`src/hdl/gpcn_pkg.sv`:
```
// package: register map, reset values and packet constants of the gpio change-notify port
package gpcn_pkg;
  localparam int GPCN_PINS = 10;
  // printed offsets are word indices; byte address is four times the index
  localparam logic [7:0] GPCN_IDX_DIR = 8'h0D;
  localparam logic [7:0] GPCN_IDX_SET = 8'h0E;
  localparam logic [7:0] GPCN_IDX_CLR = 8'h0F;
  localparam logic [7:0] GPCN_IDX_LVL = 8'h10;
  localparam logic [7:0] GPCN_IDX_MSK = 8'h11;
  localparam logic [7:0] GPCN_IDX_FMT = 8'h12;
  localparam logic [7:0] GPCN_IDX_IST = 8'h20;
  localparam logic [7:0] GPCN_IDX_IEN = 8'h21;
  localparam logic [7:0] GPCN_IDX_ICL = 8'h22;
  localparam logic [9:0] GPCN_DIR_RST = 10'h000;
  localparam logic [9:0] GPCN_MSK_RST = 10'h100;
  localparam logic [1:0] GPCN_FMT_RST = 2'h0;
  localparam int GPCN_FMT_CUSTOM_BIT = 0;
  localparam int GPCN_FMT_BRK_BIT = 1;
  localparam logic [7:0] GPCN_REQ_TYPE = 8'hA1;
  localparam logic [7:0] GPCN_NOTIF_CODE = 8'h20;
  localparam logic [15:0] GPCN_WVALUE = 16'h0000;
  localparam logic [15:0] GPCN_WINDEX = 16'h0000;
  localparam logic [15:0] GPCN_WLENGTH = 16'h0002;
  localparam logic [3:0] GPCN_STD_LEN = 4'hA;
  localparam logic [3:0] GPCN_CUS_LEN = 4'h5;
  // interrupt status bits
  localparam int GPCN_EV_PIN = 0;
  localparam int GPCN_EV_BRK = 1;
  localparam int GPCN_EV_SENT = 2;
  localparam int GPCN_EV_W = 3;
endpackage : gpcn_pkg

```
`src/hdl/gpcn_sync.sv`:
```
// two-flop synchroniser for a bus of asynchronous inputs
`timescale 1ns/10ps
`default_nettype none
module gpcn_sync #(
  parameter int W = 10
) (
  input wire logic pclk,
  input wire logic presetn,
  input wire logic [W-1:0] d,
  output logic [W-1:0] q
);
  typedef struct packed {
    logic [W-1:0] s1;
    logic [W-1:0] s2;
  } gpcn_sync_state_type;
  gpcn_sync_state_type st_r;
  gpcn_sync_state_type st_nxt;
  always_comb begin
    st_nxt.s1 = d;
    st_nxt.s2 = st_r.s1;
  end
  always_ff @(posedge pclk or negedge presetn) begin
    if (!presetn) begin
      st_r <= '0;
    end else begin
      st_r <= st_nxt;
    end
  end
  assign q = st_r.s2;
endmodule // gpcn_sync
`default_nettype wire

```
`src/hdl/gpcn_port.sv`:
```
// gpio port with pin change notification packets, apb register slave
`timescale 1ns/10ps
`default_nettype none
// Operation
// - direction bit set means output, resets input
// - alternate-function pins ignore direction bit
// - set register drives written-one outputs high
// - clear register drives written-one outputs low
// - set/clear only affect general purpose outputs
// - level register reads all ten pins
// - level register write loads output latch
// - unmasked input change sends packet; mask 0x100
// - masking covers gpio and alternate inputs
// - masked pins still reported in levels
// - break enable bit gates break packets
// - format bit selects standard or custom
// - standard packet starts 0xA1 then 0x20
// - then value 0, index 0, length 2
// - standard status bit layout, upper zero
// - custom: levels, change flags, status byte
module gpcn_port
  import gpcn_pkg::*;
#(
  parameter int PINS = gpcn_pkg::GPCN_PINS
) (
  input wire logic pclk,
  input wire logic presetn,
  input wire logic psel,
  input wire logic penable,
  input wire logic pwrite,
  input wire logic [11:0] paddr,
  input wire logic [31:0] pwdata,
  output logic [31:0] prdata,
  output logic pready,
  output logic pslverr,
  input wire logic [PINS-1:0] pin_in,
  output logic [PINS-1:0] pin_out,
  output logic [PINS-1:0] pin_oe_n,
  input wire logic [PINS-1:0] alt_sel,
  input wire logic [PINS-1:0] alt_out,
  input wire logic [PINS-1:0] alt_oe,
  input wire logic uart_overrun,
  input wire logic uart_parity,
  input wire logic uart_framing,
  input wire logic uart_break_rx,
  input wire logic uart_break_state,
  input wire logic ring,
  input wire logic dsr,
  input wire logic dcd,
  output logic [7:0] pkt_data,
  output logic pkt_valid,
  output logic pkt_last,
  input wire logic pkt_ready,
  output logic irq
);
  import gpcn_pkg::*;

  // ----------------------------------------
  // state
  // ----------------------------------------
  typedef enum logic [1:0] {
    GPCN_IDLE = 2'b01,
    GPCN_SEND = 2'b10
  } gpcn_fsm_type;

  typedef struct packed {
    logic [PINS-1:0] dir;
    logic [PINS-1:0] latch;
    logic [PINS-1:0] mask;
    logic [1:0] fmt;
    logic [PINS-1:0] prev;
    logic [PINS-1:0] chg;
    logic brk_pend;
    logic pin_pend;
    gpcn_fsm_type fsm;
    logic [3:0] idx;
    logic [3:0] len;
    logic [PINS-1:0] snap_lvl;
    logic [PINS-1:0] snap_chg;
    logic [7:0] snap_stat;
    logic custom;
    logic [GPCN_EV_W-1:0] ist;
    logic [GPCN_EV_W-1:0] ien;
    logic [31:0] rdata;
    logic [2:0] arm;
  } gpcn_state_type;

  gpcn_state_type st_r;
  gpcn_state_type st_nxt;
  logic [PINS-1:0] lvl;
  logic [7:0] idx_a;
  logic wr_en;
  logic rd_en;
  logic [PINS-1:0] gp_out;
  logic [PINS-1:0] in_pins;
  logic [PINS-1:0] diff;
  logic [PINS-1:0] new_chg;
  logic [7:0] std_stat;
  logic [7:0] cus_stat;
  logic [7:0] byte_sel;

  // ----------------------------------------
  // pin synchronisation
  // ----------------------------------------
  gpcn_sync #(.W(PINS)) u_sync (
    .pclk(pclk),
    .presetn(presetn),
    .d(pin_in),
    .q(lvl)
  );

  // ----------------------------------------
  // combinational helpers
  // ----------------------------------------
  assign idx_a = paddr[9:2];
  assign wr_en = psel && penable && pwrite;
  assign rd_en = psel && !penable && !pwrite;
  assign gp_out = st_r.dir & ~alt_sel;
  assign in_pins = ~(gp_out | (alt_sel & alt_oe));
  // reset empties the synchroniser; a pulled-up pin would look like an edge until it fills
  assign diff = (lvl ^ st_r.prev) & in_pins & {PINS{&st_r.arm}};
  assign new_chg = diff & ~st_r.mask;
  assign std_stat = {1'b0, uart_overrun, uart_parity, uart_framing, ring, uart_break_state, dsr, dcd};
  assign cus_stat = {4'h0, uart_overrun, uart_parity, uart_framing, uart_break_state};

  always_comb begin
    byte_sel = 8'h00;
    if (st_r.custom) begin
      case (st_r.idx)
        4'h0: byte_sel = st_r.snap_lvl[7:0];
        4'h1: byte_sel = {6'h00, st_r.snap_lvl[9:8]};
        4'h2: byte_sel = st_r.snap_chg[7:0];
        4'h3: byte_sel = {6'h00, st_r.snap_chg[9:8]};
        4'h4: byte_sel = st_r.snap_stat;
        default: byte_sel = 8'h00;
      endcase
    end else begin
      case (st_r.idx)
        4'h0: byte_sel = GPCN_REQ_TYPE;
        4'h1: byte_sel = GPCN_NOTIF_CODE;
        4'h2: byte_sel = GPCN_WVALUE[7:0];
        4'h3: byte_sel = GPCN_WVALUE[15:8];
        4'h4: byte_sel = GPCN_WINDEX[7:0];
        4'h5: byte_sel = GPCN_WINDEX[15:8];
        4'h6: byte_sel = GPCN_WLENGTH[7:0];
        4'h7: byte_sel = GPCN_WLENGTH[15:8];
        4'h8: byte_sel = st_r.snap_stat;
        4'h9: byte_sel = 8'h00;
        default: byte_sel = 8'h00;
      endcase
    end
  end

  // ----------------------------------------
  // next state
  // ----------------------------------------
  always_comb begin
    st_nxt = st_r;
    st_nxt.prev = lvl;
    st_nxt.arm = {st_r.arm[1:0], 1'b1};
    st_nxt.chg = st_r.chg | new_chg;
    if (|new_chg) begin
      st_nxt.pin_pend = 1'b1;
    end
    if (uart_break_rx && st_r.fmt[GPCN_FMT_BRK_BIT]) begin
      st_nxt.brk_pend = 1'b1;
    end
    // register writes, reserved bits dropped
    if (wr_en) begin
      case (idx_a)
        GPCN_IDX_DIR: st_nxt.dir = pwdata[PINS-1:0];
        GPCN_IDX_SET: st_nxt.latch = st_r.latch | (pwdata[PINS-1:0] & gp_out);
        GPCN_IDX_CLR: st_nxt.latch = st_r.latch & ~(pwdata[PINS-1:0] & gp_out);
        GPCN_IDX_LVL: st_nxt.latch = (st_r.latch & ~gp_out) | (pwdata[PINS-1:0] & gp_out);
        GPCN_IDX_MSK: st_nxt.mask = pwdata[PINS-1:0];
        GPCN_IDX_FMT: st_nxt.fmt = pwdata[1:0];
        GPCN_IDX_IEN: st_nxt.ien = pwdata[GPCN_EV_W-1:0];
        default: st_nxt.fmt = st_nxt.fmt;
      endcase
    end
    // packet sequencer
    case (st_r.fsm)
      GPCN_IDLE: begin
        if (st_r.pin_pend || st_r.brk_pend) begin
          st_nxt.fsm = GPCN_SEND;
          st_nxt.idx = 4'h0;
          st_nxt.custom = st_r.fmt[GPCN_FMT_CUSTOM_BIT];
          st_nxt.len = st_r.fmt[GPCN_FMT_CUSTOM_BIT] ? GPCN_CUS_LEN : GPCN_STD_LEN;
          st_nxt.snap_lvl = lvl;
          st_nxt.snap_chg = st_nxt.chg;
          st_nxt.snap_stat = st_r.fmt[GPCN_FMT_CUSTOM_BIT] ? cus_stat : std_stat;
          st_nxt.chg = new_chg;
          st_nxt.pin_pend = |new_chg;
          st_nxt.brk_pend = uart_break_rx && st_r.fmt[GPCN_FMT_BRK_BIT];
          if (st_r.pin_pend) begin
            st_nxt.ist[GPCN_EV_PIN] = 1'b1;
          end
          if (st_r.brk_pend) begin
            st_nxt.ist[GPCN_EV_BRK] = 1'b1;
          end
        end
      end
      GPCN_SEND: begin
        if (pkt_ready) begin
          if (st_r.idx == st_r.len - 4'h1) begin
            st_nxt.fsm = GPCN_IDLE;
            st_nxt.ist[GPCN_EV_SENT] = 1'b1;
          end else begin
            st_nxt.idx = st_r.idx + 4'h1;
          end
        end
      end
      default: st_nxt.fsm = GPCN_IDLE;
    endcase
    // interrupt clear: new events win over the clear
    if (wr_en && idx_a == GPCN_IDX_ICL) begin
      st_nxt.ist = st_nxt.ist & ~(pwdata[GPCN_EV_W-1:0] & ~(st_nxt.ist & ~st_r.ist));
    end
    // read data captured in the setup phase
    if (rd_en) begin
      case (idx_a)
        GPCN_IDX_DIR: st_nxt.rdata = {22'h0, st_r.dir};
        GPCN_IDX_LVL: st_nxt.rdata = {22'h0, lvl};
        GPCN_IDX_MSK: st_nxt.rdata = {22'h0, st_r.mask};
        GPCN_IDX_FMT: st_nxt.rdata = {30'h0, st_r.fmt};
        GPCN_IDX_IST: st_nxt.rdata = {29'h0, st_r.ist};
        GPCN_IDX_IEN: st_nxt.rdata = {29'h0, st_r.ien};
        default: st_nxt.rdata = 32'h0;
      endcase
    end
  end

  always_ff @(posedge pclk or negedge presetn) begin
    if (!presetn) begin
      st_r <= '0;
      st_r.dir <= GPCN_DIR_RST;
      st_r.mask <= GPCN_MSK_RST;
      st_r.fmt <= GPCN_FMT_RST;
      st_r.fsm <= GPCN_IDLE;
    end else begin
      st_r <= st_nxt;
    end
  end

  // ----------------------------------------
  // outputs
  // ----------------------------------------
  // pin enable is active low; alternate functions drive through their own path
  assign pin_out = (st_r.latch & gp_out) | (alt_out & alt_sel);
  assign pin_oe_n = ~(gp_out | (alt_sel & alt_oe));
  assign prdata = st_r.rdata;
  assign pready = 1'b1;
  assign pslverr = 1'b0;
  // packet bytes change only on an accepted handshake
  assign pkt_data = byte_sel;
  assign pkt_valid = (st_r.fsm == GPCN_SEND);
  assign pkt_last = pkt_valid && (st_r.idx == st_r.len - 4'h1);
  assign irq = |(st_r.ist & st_r.ien);

  // ----------------------------------------
  // checks
  // ----------------------------------------
  AST_DIR_RESET: assert property (@(posedge pclk) $rose(presetn) |-> pin_oe_n == {PINS{1'b1}})
    else $error("pins not inputs after reset");
  AST_ALT_IGNORES_DIR: assert property (@(posedge pclk) disable iff (!presetn)
    (alt_sel & ~alt_oe & ~pin_oe_n) == '0)
    else $error("alternate input pin driven");
  AST_SET_HIGH: assert property (@(posedge pclk) disable iff (!presetn)
    wr_en && idx_a == GPCN_IDX_SET |=> ((st_r.latch & $past(pwdata[PINS-1:0] & gp_out)) == $past(pwdata[PINS-1:0] & gp_out)))
    else $error("set write did not raise output");
  AST_CLR_LOW: assert property (@(posedge pclk) disable iff (!presetn)
    wr_en && idx_a == GPCN_IDX_CLR |=> ((st_r.latch & $past(pwdata[PINS-1:0] & gp_out)) == '0))
    else $error("clear write did not lower output");
  AST_SET_INPUT_KEEP: assert property (@(posedge pclk) disable iff (!presetn)
    wr_en && (idx_a == GPCN_IDX_SET || idx_a == GPCN_IDX_CLR)
    |=> ((st_r.latch ^ $past(st_r.latch)) & ~$past(gp_out)) == '0)
    else $error("set or clear touched an input");
  AST_LVL_WRITE: assert property (@(posedge pclk) disable iff (!presetn)
    wr_en && idx_a == GPCN_IDX_LVL |=> ((st_r.latch ^ $past(pwdata[PINS-1:0])) & $past(gp_out)) == '0)
    else $error("level write not loaded");
  AST_LVL_READ: assert property (@(posedge pclk) disable iff (!presetn)
    rd_en && idx_a == GPCN_IDX_LVL |=> prdata == {22'h0, $past(lvl)})
    else $error("level read wrong");
  AST_PKT_START: assert property (@(posedge pclk) disable iff (!presetn)
    st_r.fsm == GPCN_IDLE && st_r.pin_pend |=> pkt_valid)
    else $error("pending change sent no packet");
  AST_STD_HEAD: assert property (@(posedge pclk) disable iff (!presetn)
    pkt_valid && !st_r.custom && st_r.idx == 4'h0 |-> pkt_data == GPCN_REQ_TYPE)
    else $error("bad request type byte");
  AST_STD_LEN: assert property (@(posedge pclk) disable iff (!presetn)
    pkt_valid && !st_r.custom && st_r.idx == 4'h6 |-> pkt_data == 8'h02)
    else $error("bad length byte");
  AST_STD_STAT: assert property (@(posedge pclk) disable iff (!presetn)
    pkt_valid && !st_r.custom && st_r.idx == 4'h8 |-> !pkt_data[7])
    else $error("reserved status bit set");
  AST_CUS_LAST: assert property (@(posedge pclk) disable iff (!presetn)
    pkt_last && st_r.custom |-> st_r.idx == 4'h4 && pkt_data[7:4] == 4'h0)
    else $error("custom packet length wrong");
  AST_BRK_OFF: assert property (@(posedge pclk) disable iff (!presetn)
    !st_r.fmt[GPCN_FMT_BRK_BIT] && !st_r.brk_pend |=> !st_r.brk_pend)
    else $error("break pended while disabled");
  AST_RSVD_ZERO: assert property (@(posedge pclk) disable iff (!presetn)
    prdata[31:PINS] == '0)
    else $error("reserved read bits nonzero");

  // ----------------------------------------
  // packet and masking checks
  // ----------------------------------------
  // byte map pinned here so a shifted field shows up without a host model
  AST_STD_CODE: assert property (@(posedge pclk) disable iff (!presetn)
    pkt_valid && !st_r.custom && st_r.idx == 4'h1 |-> pkt_data == GPCN_NOTIF_CODE)
    else $error("bad notification code byte");
  AST_STD_PAD: assert property (@(posedge pclk) disable iff (!presetn)
    pkt_valid && !st_r.custom && st_r.idx == 4'h9 |-> pkt_data == 8'h00)
    else $error("upper status byte not zero");
  AST_CUS_LVL_HI: assert property (@(posedge pclk) disable iff (!presetn)
    pkt_valid && st_r.custom && st_r.idx == 4'h1 |-> pkt_data[7:2] == 6'h00)
    else $error("custom level high byte has stray bits");
  AST_CUS_HEAD: assert property (@(posedge pclk) disable iff (!presetn)
    st_r.fsm == GPCN_IDLE && (st_r.pin_pend || st_r.brk_pend) && st_r.fmt[GPCN_FMT_CUSTOM_BIT]
    |=> pkt_valid && pkt_data == $past(lvl[7:0]))
    else $error("custom packet lost pin levels");
  AST_FMT_LATCH: assert property (@(posedge pclk) disable iff (!presetn)
    st_r.fsm == GPCN_IDLE && (st_r.pin_pend || st_r.brk_pend)
    |=> st_r.custom == $past(st_r.fmt[GPCN_FMT_CUSTOM_BIT]))
    else $error("packet format not taken from format bit");
  AST_BRK_ON: assert property (@(posedge pclk) disable iff (!presetn)
    uart_break_rx && st_r.fmt[GPCN_FMT_BRK_BIT] |=> st_r.brk_pend)
    else $error("enabled break not pended");
  AST_MASK_BLOCKS: assert property (@(posedge pclk) disable iff (!presetn)
    !st_r.pin_pend && ((lvl ^ st_r.prev) & in_pins & ~st_r.mask) == '0 |=> !st_r.pin_pend)
    else $error("masked change pended a packet");
  AST_PKT_HOLD: assert property (@(posedge pclk) disable iff (!presetn)
    pkt_valid && !pkt_ready |=> pkt_valid && $stable(pkt_data))
    else $error("packet byte moved before acceptance");
  AST_ARM_QUIET: assert property (@(posedge pclk) disable iff (!presetn)
    !(&st_r.arm) |=> !st_r.pin_pend)
    else $error("change seen before synchroniser filled");
  COV_STD: cover property (@(posedge pclk) pkt_last && !st_r.custom && pkt_ready);
  COV_CUS: cover property (@(posedge pclk) pkt_last && st_r.custom && pkt_ready);
  COV_BRK: cover property (@(posedge pclk) st_r.brk_pend ##1 pkt_valid);
  COV_IRQ: cover property (@(posedge pclk) $rose(irq));
  COV_QUEUED: cover property (@(posedge pclk) pkt_last && pkt_ready && (st_r.pin_pend || st_r.brk_pend));
endmodule // gpcn_port
`default_nettype wire

```
`config.mk`:
```
export PLATFORM = sky130hd
export DESIGN_NAME = gpcn_port
export DESIGN_NICKNAME = d
export VERILOG_FILES = /design/src/hdl/gpcn_pkg.sv /design/src/hdl/gpcn_sync.sv /design/src/hdl/gpcn_port.sv
export SDC_FILE = /design/constraint.sdc
export NUM_CORES = 1
export LEC_CHECK = 0
export BUFFER_PORTS_ARGS = -buffer_cell sky130_fd_sc_hd__buf_4
export CAP_MARGIN = 10
export CORE_ASPECT_RATIO = 0.75
export CORE_MARGIN = 2
export CORE_UTILIZATION = 48
export DETAILED_ROUTE_END_ITERATION = 8
export PLACE_DENSITY = 0.77
export SLEW_MARGIN = 20
export SYNTH_ARGS = -nofsm -noshare
export SYNTH_HDL_FRONTEND = slang
export SYNTH_SLANG_ARGS = --single-unit
```
`constraint.sdc`:
```
create_clock -name pclk -period 1.8 [get_ports pclk]
set_input_delay 0.18 -clock pclk [delete_from_list [all_inputs] [get_ports pclk]]
set_output_delay 0.18 -clock pclk [all_outputs]
set_load 0.02 [all_outputs]
```
Yosys cells after proc, flatten, opt, wreduce, memory -nomap -nowiden:

Index checks and enable logic that the tools add are counted.

* divide/modulo/power cells: 0
* eq/ne operators: 22
* magnitude comparators: 0
* shifts and indexed selects: 0
* multipliers: 0
* bitwise logic cells: 28
* $add $sub $neg: 2
* muxes and demuxes: 24
* reduce and logical (&&, ||, !) cells: 24

Operators by type and width (count)
* bitwise AND 10 bit: 10
* case mux 10 bit (6 select lines): 1
* two-way mux 51 bit: 1
* NOT 10 bit: 5
* OR 10 bit: 5
* case mux 8 bit (5 select lines): 1
* case mux 8 bit (4 select lines): 1
* case mux 10 bit (3 select lines): 1
* == test 8 x 4 -> 1 bit, second input constant: 3
* == test 8 x 5 -> 1 bit, second input constant: 3
* == test 8 x 6 -> 1 bit, second input constant: 3
* bitwise AND 3 bit: 4
* two-way mux 12 bit: 1
* AND reduction 2 bit: 6
* OR reduction 10 bit: 1
* XOR 10 bit: 1
* NOT 3 bit: 3
* == test 4 x 2 -> 1 bit, second input constant: 2
* == test 4 x 3 -> 1 bit, second input constant: 2
* two-way mux 4 bit: 2
* two-way mux 8 bit: 1
* case mux 4 bit (2 select lines): 1
* logical AND 1 bit: 7
* two-way mux 1 bit: 7
* other kinds (22): 28

* memories kept: 0
* input bits: 98
* RAM bits: 0
* ROM bits: 0
* latch bits: 0
* flip-flop bits (word level): 154

Longest topological paths before layout:

Gate-level depths: netlist of the first run.

* depth after elaboration: 11
* gate-level depth with buffers: 8
* mapped depth without buffers: 7

By module:

From an unflattened synthesis of the first run, not the netlist that was laid out.

* cells, all modules: 582
* area, all modules: 6104.6 µm²

By module, submodules not included
* gpcn_port: cells an instance 562, area each 5604.1 µm², times used 1
* gpcn_sync: cells an instance 20, area each 500.5 µm², times used 1

Least setup slack after synthesis of the first run:

No wires, ideal clock.

* kind: reg2out
* start: reg st_r[74] in the netlist's numbering
* end: out pkt_data[0]
* data required time: 1620 ps
* slack: -251 ps
* cell stages (with the launch flop): 9
* arrival time: 1871 ps
* path buffers: 1
* cells stage by stage: dfrtp_1 -> inv_1 -> ha_1 -> clkbuf_1 -> a22oi_1 -> a21oi_1 -> a31oi_1 -> a2bb2oi_1 -> o21ai_0

* longest elaborated chain between the ends: 3

RTL lines
* start, declared: line gpcn_port.sv:88 `gpcn_state_type st_r;`
* start signal, assigned: line gpcn_port.sv:241 `st_r <= st_nxt;`
* == test 4 x 3 -> 1 bit, or another cell as far along: line gpcn_port.sv:129 `case (st_r.idx)`
* case mux 8 bit (5 select lines) or case mux 8 bit (4 select lines) (tied branches): line gpcn_port.sv:129, gpcn_port.sv:138
* two-way mux 8 bit (*): line gpcn_port.sv:128 `if (st_r.custom) begin`
* end, declared: line gpcn_port.sv:50 `output logic [7:0] pkt_data,`

Mark *: on every way between the ends. The rest lies on a longest branch, timed or not.

Worst setup path in the final report of the first run:

* start: reg st_r[74] in the netlist's numbering
* end: out pkt_data[1]

Same word-level chain as after synthesis.

==> results of run 1 <==
[cell usage after synthesis, types with 6 or more instances]
cell type and count:
and3_1 6, a21o_1 7, xnor2_1 11, dfrtp_1 126
nand3_1 9, nor3_1 6, nand2_1 88, mux2_2 26
clkbuf_1 19, o21ai_0 29, a22oi_1 13, o211ai_1 11
nor2b_1 13, a21oi_1 24, inv_1 7, nor2_1 23
buf_4 34, a22o_1 14, a222oi_1 6, a32o_1 11
mux2i_1 8, ha_1 6
[power by group]
| group | total (mW) | internal, mW | switching (mW) |
|---|---|---|---|
| Clock | 3.49 | 2.29 | 1.20 |
| Combinational | 2.29 | 1.01 | 1.28 |
| Sequential | 3.73 | 3.37 | 0.361 |
[routing by layer]
metal / vias to the layer above / share of wire (%) / track usage (%)
met3: 25 / 6.5 / 5.355
met1: 2589 / 43 / 34.50
met2: 218 / 48 / 40.79
met4: 0 / 1.8 / 8.511
li1: 2355 / - / -
met5: - / 0 / 0
[repair_timing]
item / in CTS / in global routing
cloned: 0 / 0
endpoints found under the hold margin: 37 / 0
hold buffers: 14 / 0
endpoints found under the setup margin: 13 / 21
buffers inserted: 2 / 2
gates resized for setup: 31 / 42
pin swaps: 6 / 11
[per-stage QoR]
step                       TNS, ns  std cells  util (%)
final                       -2.799        923     68.93
after global routing        -3.973        923     68.93
after CTS                   -2.833        922     67.25
after detailed placement    -3.417        876     60.23
after global placement      -1.558        876     60.23
after floorplan           -0.09957        593         -
[area by class of cell]
| class | count | area, um^2 |
|---|---|---|
| Fill cell | 891 | 3824 |
| Sequential cell | 128 | 3211 |
| Multi-Input combinational cell | 402 | 2858 |
| Timing Repair Buffer | 190 | 1578 |
| Clock buffer | 19 | 432.9 |
| Tap cell | 166 | 207.7 |
| Clock inverter | 11 | 163.9 |
| Inverter | 7 | 31.28 |
[registers in the layout (all words and copies together) (netlist names)]
signal         cells
u_sync.q          10
st_r              96
st_nxt             2
prdata            10
u_sync.st_nxt     10
[worst register-to-register path, stage by stage (launching register included)]
cell,delay [ns]
dfrtp_1,0.41
inv_2,0.08
ha_4,0.27
xnor2_2,0.10
nand4_1,0.12
buf_6,0.15
buf_8,0.13
o21ai_4,0.13
mux2i_1,0.09
a32o_1,0.22
[cell families (layout without fill, tap and decap cells)]
family / Yosys count / count (layout)
simple gates: 182 / 182
compound gates: 139 / 139
flops: 128 / 128
buf+inv: 63 / 227
mux: 34 / 34
xor+xnor: 16 / 16
fa+ha+maj: 6 / 6
other cells: 2 / 25
[final timing paths]
check	depth (start not counted)	from	slack, ns	endpoint
worst max-delay path	8	st_r[74]	-0.37	pkt_data[1]
min in group asynchronous	2	presetn	0.26	st_r[81]
worst min register to register	0	u_sync.st_nxt[5]	0.35	u_sync.q[5]
worst max register to register	9	st_r[72]	-0.01	st_r[74]
max in group asynchronous	3	presetn	0.95	st_r[126]
worst min-delay path	2	pwdata[8]	0.03	st_r[132]
==> run metrics, run 1 <==
status=complete, but fails checks; violated checks=negative setup slack; vias in the first global route=5138; Starting Density=between 40 and 50%; mean post-synth cell area=10.64 um^2; total power=roughly 9.5 mW; worst slew pin tran=0.5608 ns; sequential fraction of the synthesis area=52.86%; Cells after Synth=570; crit path DAT=between 1.5 and 2 ns; post-synth top area share=roughly half; # H-tree levels=4; DRT Wirelength=16760 um; main area contributors after synthesis=dfrtp_1 52%, nand2_1 5.4%, mux2_2 4.8%; largest family of logic cells by synthesized area=compound AO/OA/AOI/OAI gates; most frequent cells in the layout=160 x buf_4, 122 x dfrtp_1, 88 x nand2_1; Post-synth top flop=dfrtp_1; Hold Slack=0.02919 ns; crit-path cells=inv_4 > ha_4 > buf_4 > nand2_1 > nor2_1 > a21oi_1 > o22ai_1 > buf_4; IO Port Bufs=112; via count=5187; Final WS setup=-0.3728 ns; largest net degree at the start of global routing=44; Top delay family on crit path=flip-flops; CP max stage delay=0.47 ns; critical path launch point type=register; DIE AREA=around 14000 um^2; worst hold path type=input port to register; pre-CTS setup slack=-0.2030 ns; Final Hold Viols=0; CP max-delay cell=dfrtp_2; fraction of registers with async set or reset after synthesis=100.0%; Worst EP required=about 1.6 ns; flops & latches, synth=128; xor/xnor share of the synthesized area=~2.3%; initial drt markers=345; design area=8482 um^2; GRT overflow=0; RePlAce Congestion=0.8635; Pleak=around 4.1 nW; clk_skew=between 0.01 and 0.015 ns; placed cell areas=7412 um^2; Slew HR=between 60 and 70%; Ports=163; initial antenna violation count=0; Clk Latency, worst-skew pair=0.41 ns; fin crit share=120.7%; Detail Route Antenna Nets=0; Die H=101.3 um; crit end category=primary output; Cell Area, Synth=6065 um^2; routed vias/inst=approximately 5.6; mux contribution to synthesized area=6.148%; EDFF count, synth=0; RSZ-0062 raised after global routing=true; Area Growth Syn to Fin=39.86%; # diodes=0; maximum clock rate=between 0.4 and 0.5 GHz; Setup Crit Path Kind=register to primary output; Synth Area in Adders=1.238%; first-pass GRT wire length=26430 um; DP Wirelength=around 12000 um; clk sink count=about 130; Worst path most repeated cell=buf_4; share of layout cells above drive strength 1=38.44%; unique cell type count in the Yosys netlist=59; Worst Path Buf+Inv=3; CTS max path bufs=2; Synth Area in Compound Gates=16.28%; Pre-Repair DR Iteration Count=5; Final Setup Violations=10; CTS clock-pin slew for the worst setup and hold paths=0.06 ns; Slew Viols, Final=0; Simple-Gate Fraction of Synth Area=about 15%; fin crit period=about 2.2 ns; CTS tree=yes; crit path max fanout=8; commonest non-fill, non-tap cell in the layout=buf_4; total core area=between 10000 and 15000 um^2; peak supply drop=0.0008392 V; pwr/cell area=about 1100 nW/um^2; Max-Cap Viols=0; DR DRC count=0; Rows=35; CTS buffer count=17; total track usage=25.27%; post-synth top area cell=dfrtp_1; Ys Warns=0; nets@finish=850; die span in x=133.8 um; CTS root buf=clkbuf_16; Avg WL per Cell=18.16 um
No activity file was read; power rests on OpenSTA's default activity.
==> run 2, diff against run 1 <==
--- a/config.mk
+++ b/config.mk
@@ -10,8 +10,11 @@
 export CORE_ASPECT_RATIO = 0.75
 export CORE_MARGIN = 2
 export CORE_UTILIZATION = 48
+export CTS_CLUSTER_DIAMETER = 150
 export DETAILED_ROUTE_END_ITERATION = 8
+export HOLD_SLACK_MARGIN = 0.15
 export PLACE_DENSITY = 0.77
+export RECOVER_POWER = 25
 export SLEW_MARGIN = 20
 export SYNTH_ARGS = -nofsm -noshare
 export SYNTH_HDL_FRONTEND = slang
==> run 2 against run 1 <==
Net effect:
- the flow still finishes with violations (negative setup slack)
- non-clock buffer count is 16 higher
- via count increased by 1.1%
- hold slack better by 0.16 ns
- first-iteration DRC count up 4.3%
- wire length is 1.2% higher
- largest cell class unchanged
- highest routed layer unchanged
==> run metrics, run 2 (same netlist as run 1, synthesis figures left out) <==
fin crit share=121.3%; register area=3209 um^2; Die H=between 100 and 150 um; peak supply drop=0.0008328 V; Slew Viols, Final=0; Avg WL per Cell=around 18 um; initial antenna violation count=0; most frequent cells in the layout=152 x buf_4, 123 x dfrtp_1, 88 x nand2_1; routed vias/inst=around 5.6; vias in the first global route=5234; Final WS setup=-0.3830 ns; # diodes=0; first-pass GRT wire length=approximately 27000 um; nets@finish=a little under 900; commonest non-fill, non-tap cell in the layout=buf_4; worst hold path type=input port to register; clk_skew=0.01188 ns; DRT Wirelength=16960 um; DIE AREA=13560 um^2; largest net degree at the start of global routing=44; Rows=35; CTS max path bufs=2; # H-tree levels=4; status=complete, but fails checks; die span in x=133.8 um; IO Port Bufs=112; Clk Latency, worst-skew pair=0.41 ns; pwr/cell area=1109 nW/um^2; initial drt markers=between 300 and 400; most flop-heavy register=st_r; critical path launch point type=register; CTS tree=yes; GRT overflow=0; area of the multi-input gates=2794 um^2; maximum clock rate=0.4581 GHz; clk sink count=128; violated checks=negative setup slack; crit path max fanout=8; total track usage=around 26%; Filler cells=892; total core area=12310 um^2; Max-Cap Viols=0; setup TNS=-2.924 ns; Worst EP required=1.62 ns; share of layout cells above drive strength 1=35.96%; worst slew pin tran=0.8076 ns; Final Setup Violations=10; pre-CTS setup slack=-0.2030 ns; CTS clock-pin slew for the worst setup and hold paths=~0.050 ns; fin crit period=2.183 ns; RSZ-0062 raised after global routing=true; Pleak=just over 4 nW; Final Hold Viols=0; Area Growth Syn to Fin=40.46%; Pre-Repair DR Iteration Count=7; DP Wirelength=11620 um; crit path DAT=approximately 2 ns; CTS root buf=clkbuf_16; via count=between 5000 and 6000; Setup Crit Path Kind=register to primary output; crit end category=primary output; Ports=163; DR DRC count=0; Slew HR=46.16%; Detail Route Antenna Nets=0; Reg2Reg Setup Slack=-0.01 ns; RePlAce Congestion=about 0.86; max reg flops=96; Starting Density=49.28%; CTS buffer count=17
## run 2: cell types whose count changed in the layout (fill, tap and decap cells not counted), moves of 4 or more
cell           change
buf_4              -8
buf_6              -7
clkbuf_1           +4
clkbuf_4          +10
dlygate4sd3_1     +16
o2bb2ai_1          +4
## run 2: timing repair
action	CTS	global route
hold buffers	30	0
gates cloned	0	0
endpoints found under the hold margin	184	0
pin swaps	6	9
endpoints found under the setup margin	13	21
gates resized for setup	31	23
buffers inserted	2	2
## run 2: metrics by stage
step / area, um^2 / hold WS (ns) / cells / util (%) / power [mW]
floorplan: 6168 / -0.1156 / 593 / - / 4.894
global placement: 7412 / 0.1474 / 876 / 60.23 / 5.610
detailed placement: 7412 / 0.1494 / 876 / 60.23 / 5.709
CTS: 8436 / 0.1564 / 938 / 68.55 / 9.393
global route: 8518 / 0.2196 / 939 / 69.22 / 9.918
finish: 8518 / 0.1873 / 939 / 69.22 / 9.443
## run 2: where the power goes
part           internal, mW  leakage [nW]  total (mW)  switching (mW)
registers              3.37          1.63        3.71           0.342
clock network          2.29         0.289        3.50            1.20
logic                 0.996          2.17        2.23            1.24
## run 2: routing by layer
layer	part of all wire (%)	vias to the layer above	global-route usage (%)
li1	-	2389	-
met1	44	2605	35.09
met2	48	222	42.21
met3	6.8	28	5.305
met4	1.8	0	8.511
met5	0	-	0
## run 2: cell type report
cell class | instances | area share (%)
Sequential cell | 128 | 37.68
Clock inverter | 11 | 1.924
Tap cell | 166 | 2.438
Multi-Input combinational cell | 402 | 32.80
Clock buffer | 19 | 5.082
Inverter | 7 | 0.3672
Timing Repair Buffer | 206 | 19.71
## run 2: path summary, 6_finish.rpt
| path | from | endpoint | cells past startpoint |
|---|---|---|---|
| worst min register to register | u_sync.st_nxt[5] | u_sync.q[5] | 0 |
| worst min-delay path | alt_sel[0] | st_r[114] | 4 |
| worst max register to register | st_r[72] | st_r[74] | 9 |
| max in group asynchronous | presetn | st_r[76] | 3 |
| min in group asynchronous | presetn | st_r[74] | 2 |
| worst max-delay path | st_r[74] | pkt_data[1] | 8 |
## run 2: critical path, cell delays in order (launching register included)
cell	delay, ns
dfrtp_2	0.47
inv_4	0.11
ha_4	0.16
buf_4	0.16
nand2_1	0.07
nor2_1	0.10
a21oi_1	0.10
o22ai_1	0.24
buf_4	0.18
==> run 3, diff against run 2 <==
--- a/config.mk
+++ b/config.mk
@@ -9,11 +9,11 @@
 export CAP_MARGIN = 10
 export CORE_ASPECT_RATIO = 0.75
 export CORE_MARGIN = 2
-export CORE_UTILIZATION = 48
+export CORE_UTILIZATION = 45
 export CTS_CLUSTER_DIAMETER = 150
 export DETAILED_ROUTE_END_ITERATION = 8
 export HOLD_SLACK_MARGIN = 0.15
-export PLACE_DENSITY = 0.77
+export PLACE_DENSITY = 0.73
 export RECOVER_POWER = 25
 export SLEW_MARGIN = 20
 export SYNTH_ARGS = -nofsm -noshare
==> run 3 against run 2 <==
Net effect:
- the run still ends with negative setup slack left
- sequential share of layout area is 0.47 points lower
- clock skew decreased by 0.0048 ns
- cell area is 1.3% higher
- sequential cell count is the same
- first-iteration DRC count increased by 5.8%
- critical path type unchanged
==> run metrics, run 3 (same netlist as run 1, synthesis figures left out) <==
nets@finish=880; DP Wirelength=11680 um; vias in the first global route=about 5500; clk_skew=approximately 0.0071 ns; status=complete, but fails checks; hold wc startpoint=alt_sel[0]; Ports=approximately 160; GRT overflow=0; pre-CTS setup slack=-0.2111 ns; Final Setup Violations=12; Slew HR=a little over 40%; CP max stage delay=0.47 ns; Detail Route Antenna Nets=0; DRT Wirelength=16720 um; die span in x=~140 um; Avg WL per Cell=17.42 um; CTS clock-pin slew for the worst setup and hold paths=0.06 ns; RePlAce Congestion=0.8985; Crit Reg-Reg Startpoint=st_r[75]; worst setup path startpoint=st_r[74]; DR DRC count=0; Starting Density=between 40% and 50%; Final Hold Viols=0; crit end category=primary output; violated checks=negative setup slack; final core occ=66.03%; commonest non-fill, non-tap cell in the layout=buf_4; most frequent cells in the layout=165 x buf_4, 123 x dfrtp_1, 88 x nand2_1; total track usage=23.68%; # diodes=0; first-pass GRT wire length=~27000 um; maximum clock rate=0.4611 GHz; Pre-Repair DR Iteration Count=7; Clk Latency, worst-skew pair=0.42 ns; most flop-heavy register=st_r; RSZ-0062 raised after global routing=true; Die H=104.5 um; Slew Viols, Final=0; pwr/cell area=1096 nW/um^2; Setup Crit Path Kind=register to primary output; worst slew pin tran=0.8763 ns; initial drt markers=381; Rows=36; Worst EP required=1.62 ns; via count=5257; wire length on met1=7265 um; CTS root buf=clkbuf_16; Met2 Routed Length=between 8000 and 9000 um; Pleak=4.142 nW; Hold Slack=roughly 0.17 ns; CP max-delay cell=dfrtp_2; met3 WL=886 um; share of layout cells above drive strength 1=37.39%; crit-path cells=inv_4 > ha_4 > a22oi_2 > a21oi_2 > a31oi_4 > a2bb2oi_1 > o21ai_1 > buf_4; initial antenna violation count=0; Max-Cap Viols=0; # H-tree levels=4; routed vias/inst=roughly 5.5; peak supply drop=between 0.0008 and 0.0009 V; max reg flops=96; total power=about 9.5 mW; fin crit period=2.169 ns; clk sink count=128; CTS max path bufs=2; IO Port Bufs=112; crit path DAT=1.99 ns; critical path launch point type=register; crit path max fanout=5; fin crit share=120.5%; Area Growth Syn to Fin=42.23%; total core area=between 10000 and 15000 um^2; DR top layer=met4; Final WS setup=-0.3688 ns; DIE AREA=14430 um^2; worst hold path type=input port to register; CTS tree=yes; largest net degree at the start of global routing=41; CTS buffer count=17
## run 3: worst max-delay path: cells and delay by family (launching register included)
| family | cells | cell delay [ns] |
|---|---|---|
| compound gates | 5 | 0.67 |
| fa+ha+maj | 1 | 0.18 |
| buf+inv | 2 | 0.24 |
| flops | 1 | 0.47 |
## run 3: final timing paths
kind,to,slack [ns],depth (start not counted)
max,pkt_data[0],-0.37,8
min,st_r[114],0.17,4
max reg2reg,st_r[76],-0.04,9
min reg2reg,u_sync.q[1],0.34,0
max in group asynchronous,st_r[120],0.38,3
min in group asynchronous,st_r[45],0.42,2
## run 3: area by class of cell
cell class | instances | area [um^2]
inverter | 7 | 28.78
fill | 1020 | 4437
multi-input combinational | 402 | 2796
tap | 171 | 214.0
clock buffer | 19 | 452.9
clock inverter | 13 | 137.6
timing repair buffer | 220 | 1787
sequential | 128 | 3209
## run 3: metrics by stage
stage / setup TNS (ns) / area (um^2) / std cells
5_1_grt: -4.123 / 8626 / 960
3_3_place_gp: -1.706 / 7533 / 896
3_5_place_dp: -2.280 / 7533 / 896
4_1_cts: -2.824 / 8600 / 960
2_1_floorplan: -0.09957 / 6168 / 593
6_report: -2.966 / 8626 / 960
## run 3: where the power goes
group / internal, mW / switching [mW]
Combinational: 1.06 / 1.26
Sequential: 3.37 / 0.344
Clock: 2.11 / 1.31
Total: 6.54 / 2.91
## run 3: layer usage
metal	vias to the layer above	GRT usage (%)
met3	28	6.416
met1	2616	30.16
li1	2431	-
met5	-	0
met2	182	38.79
met4	0	9.184
## run 3: timing repair
action                                  in CTS  in global routing
pin swaps                                   15                  6
gates cloned                                 0                  0
hold buffers                                30                  0
endpoints found under the hold margin      184                  0
buffers inserted                             6                  1
endpoints found under the setup margin      15                 19
resized for setup                           35                 15
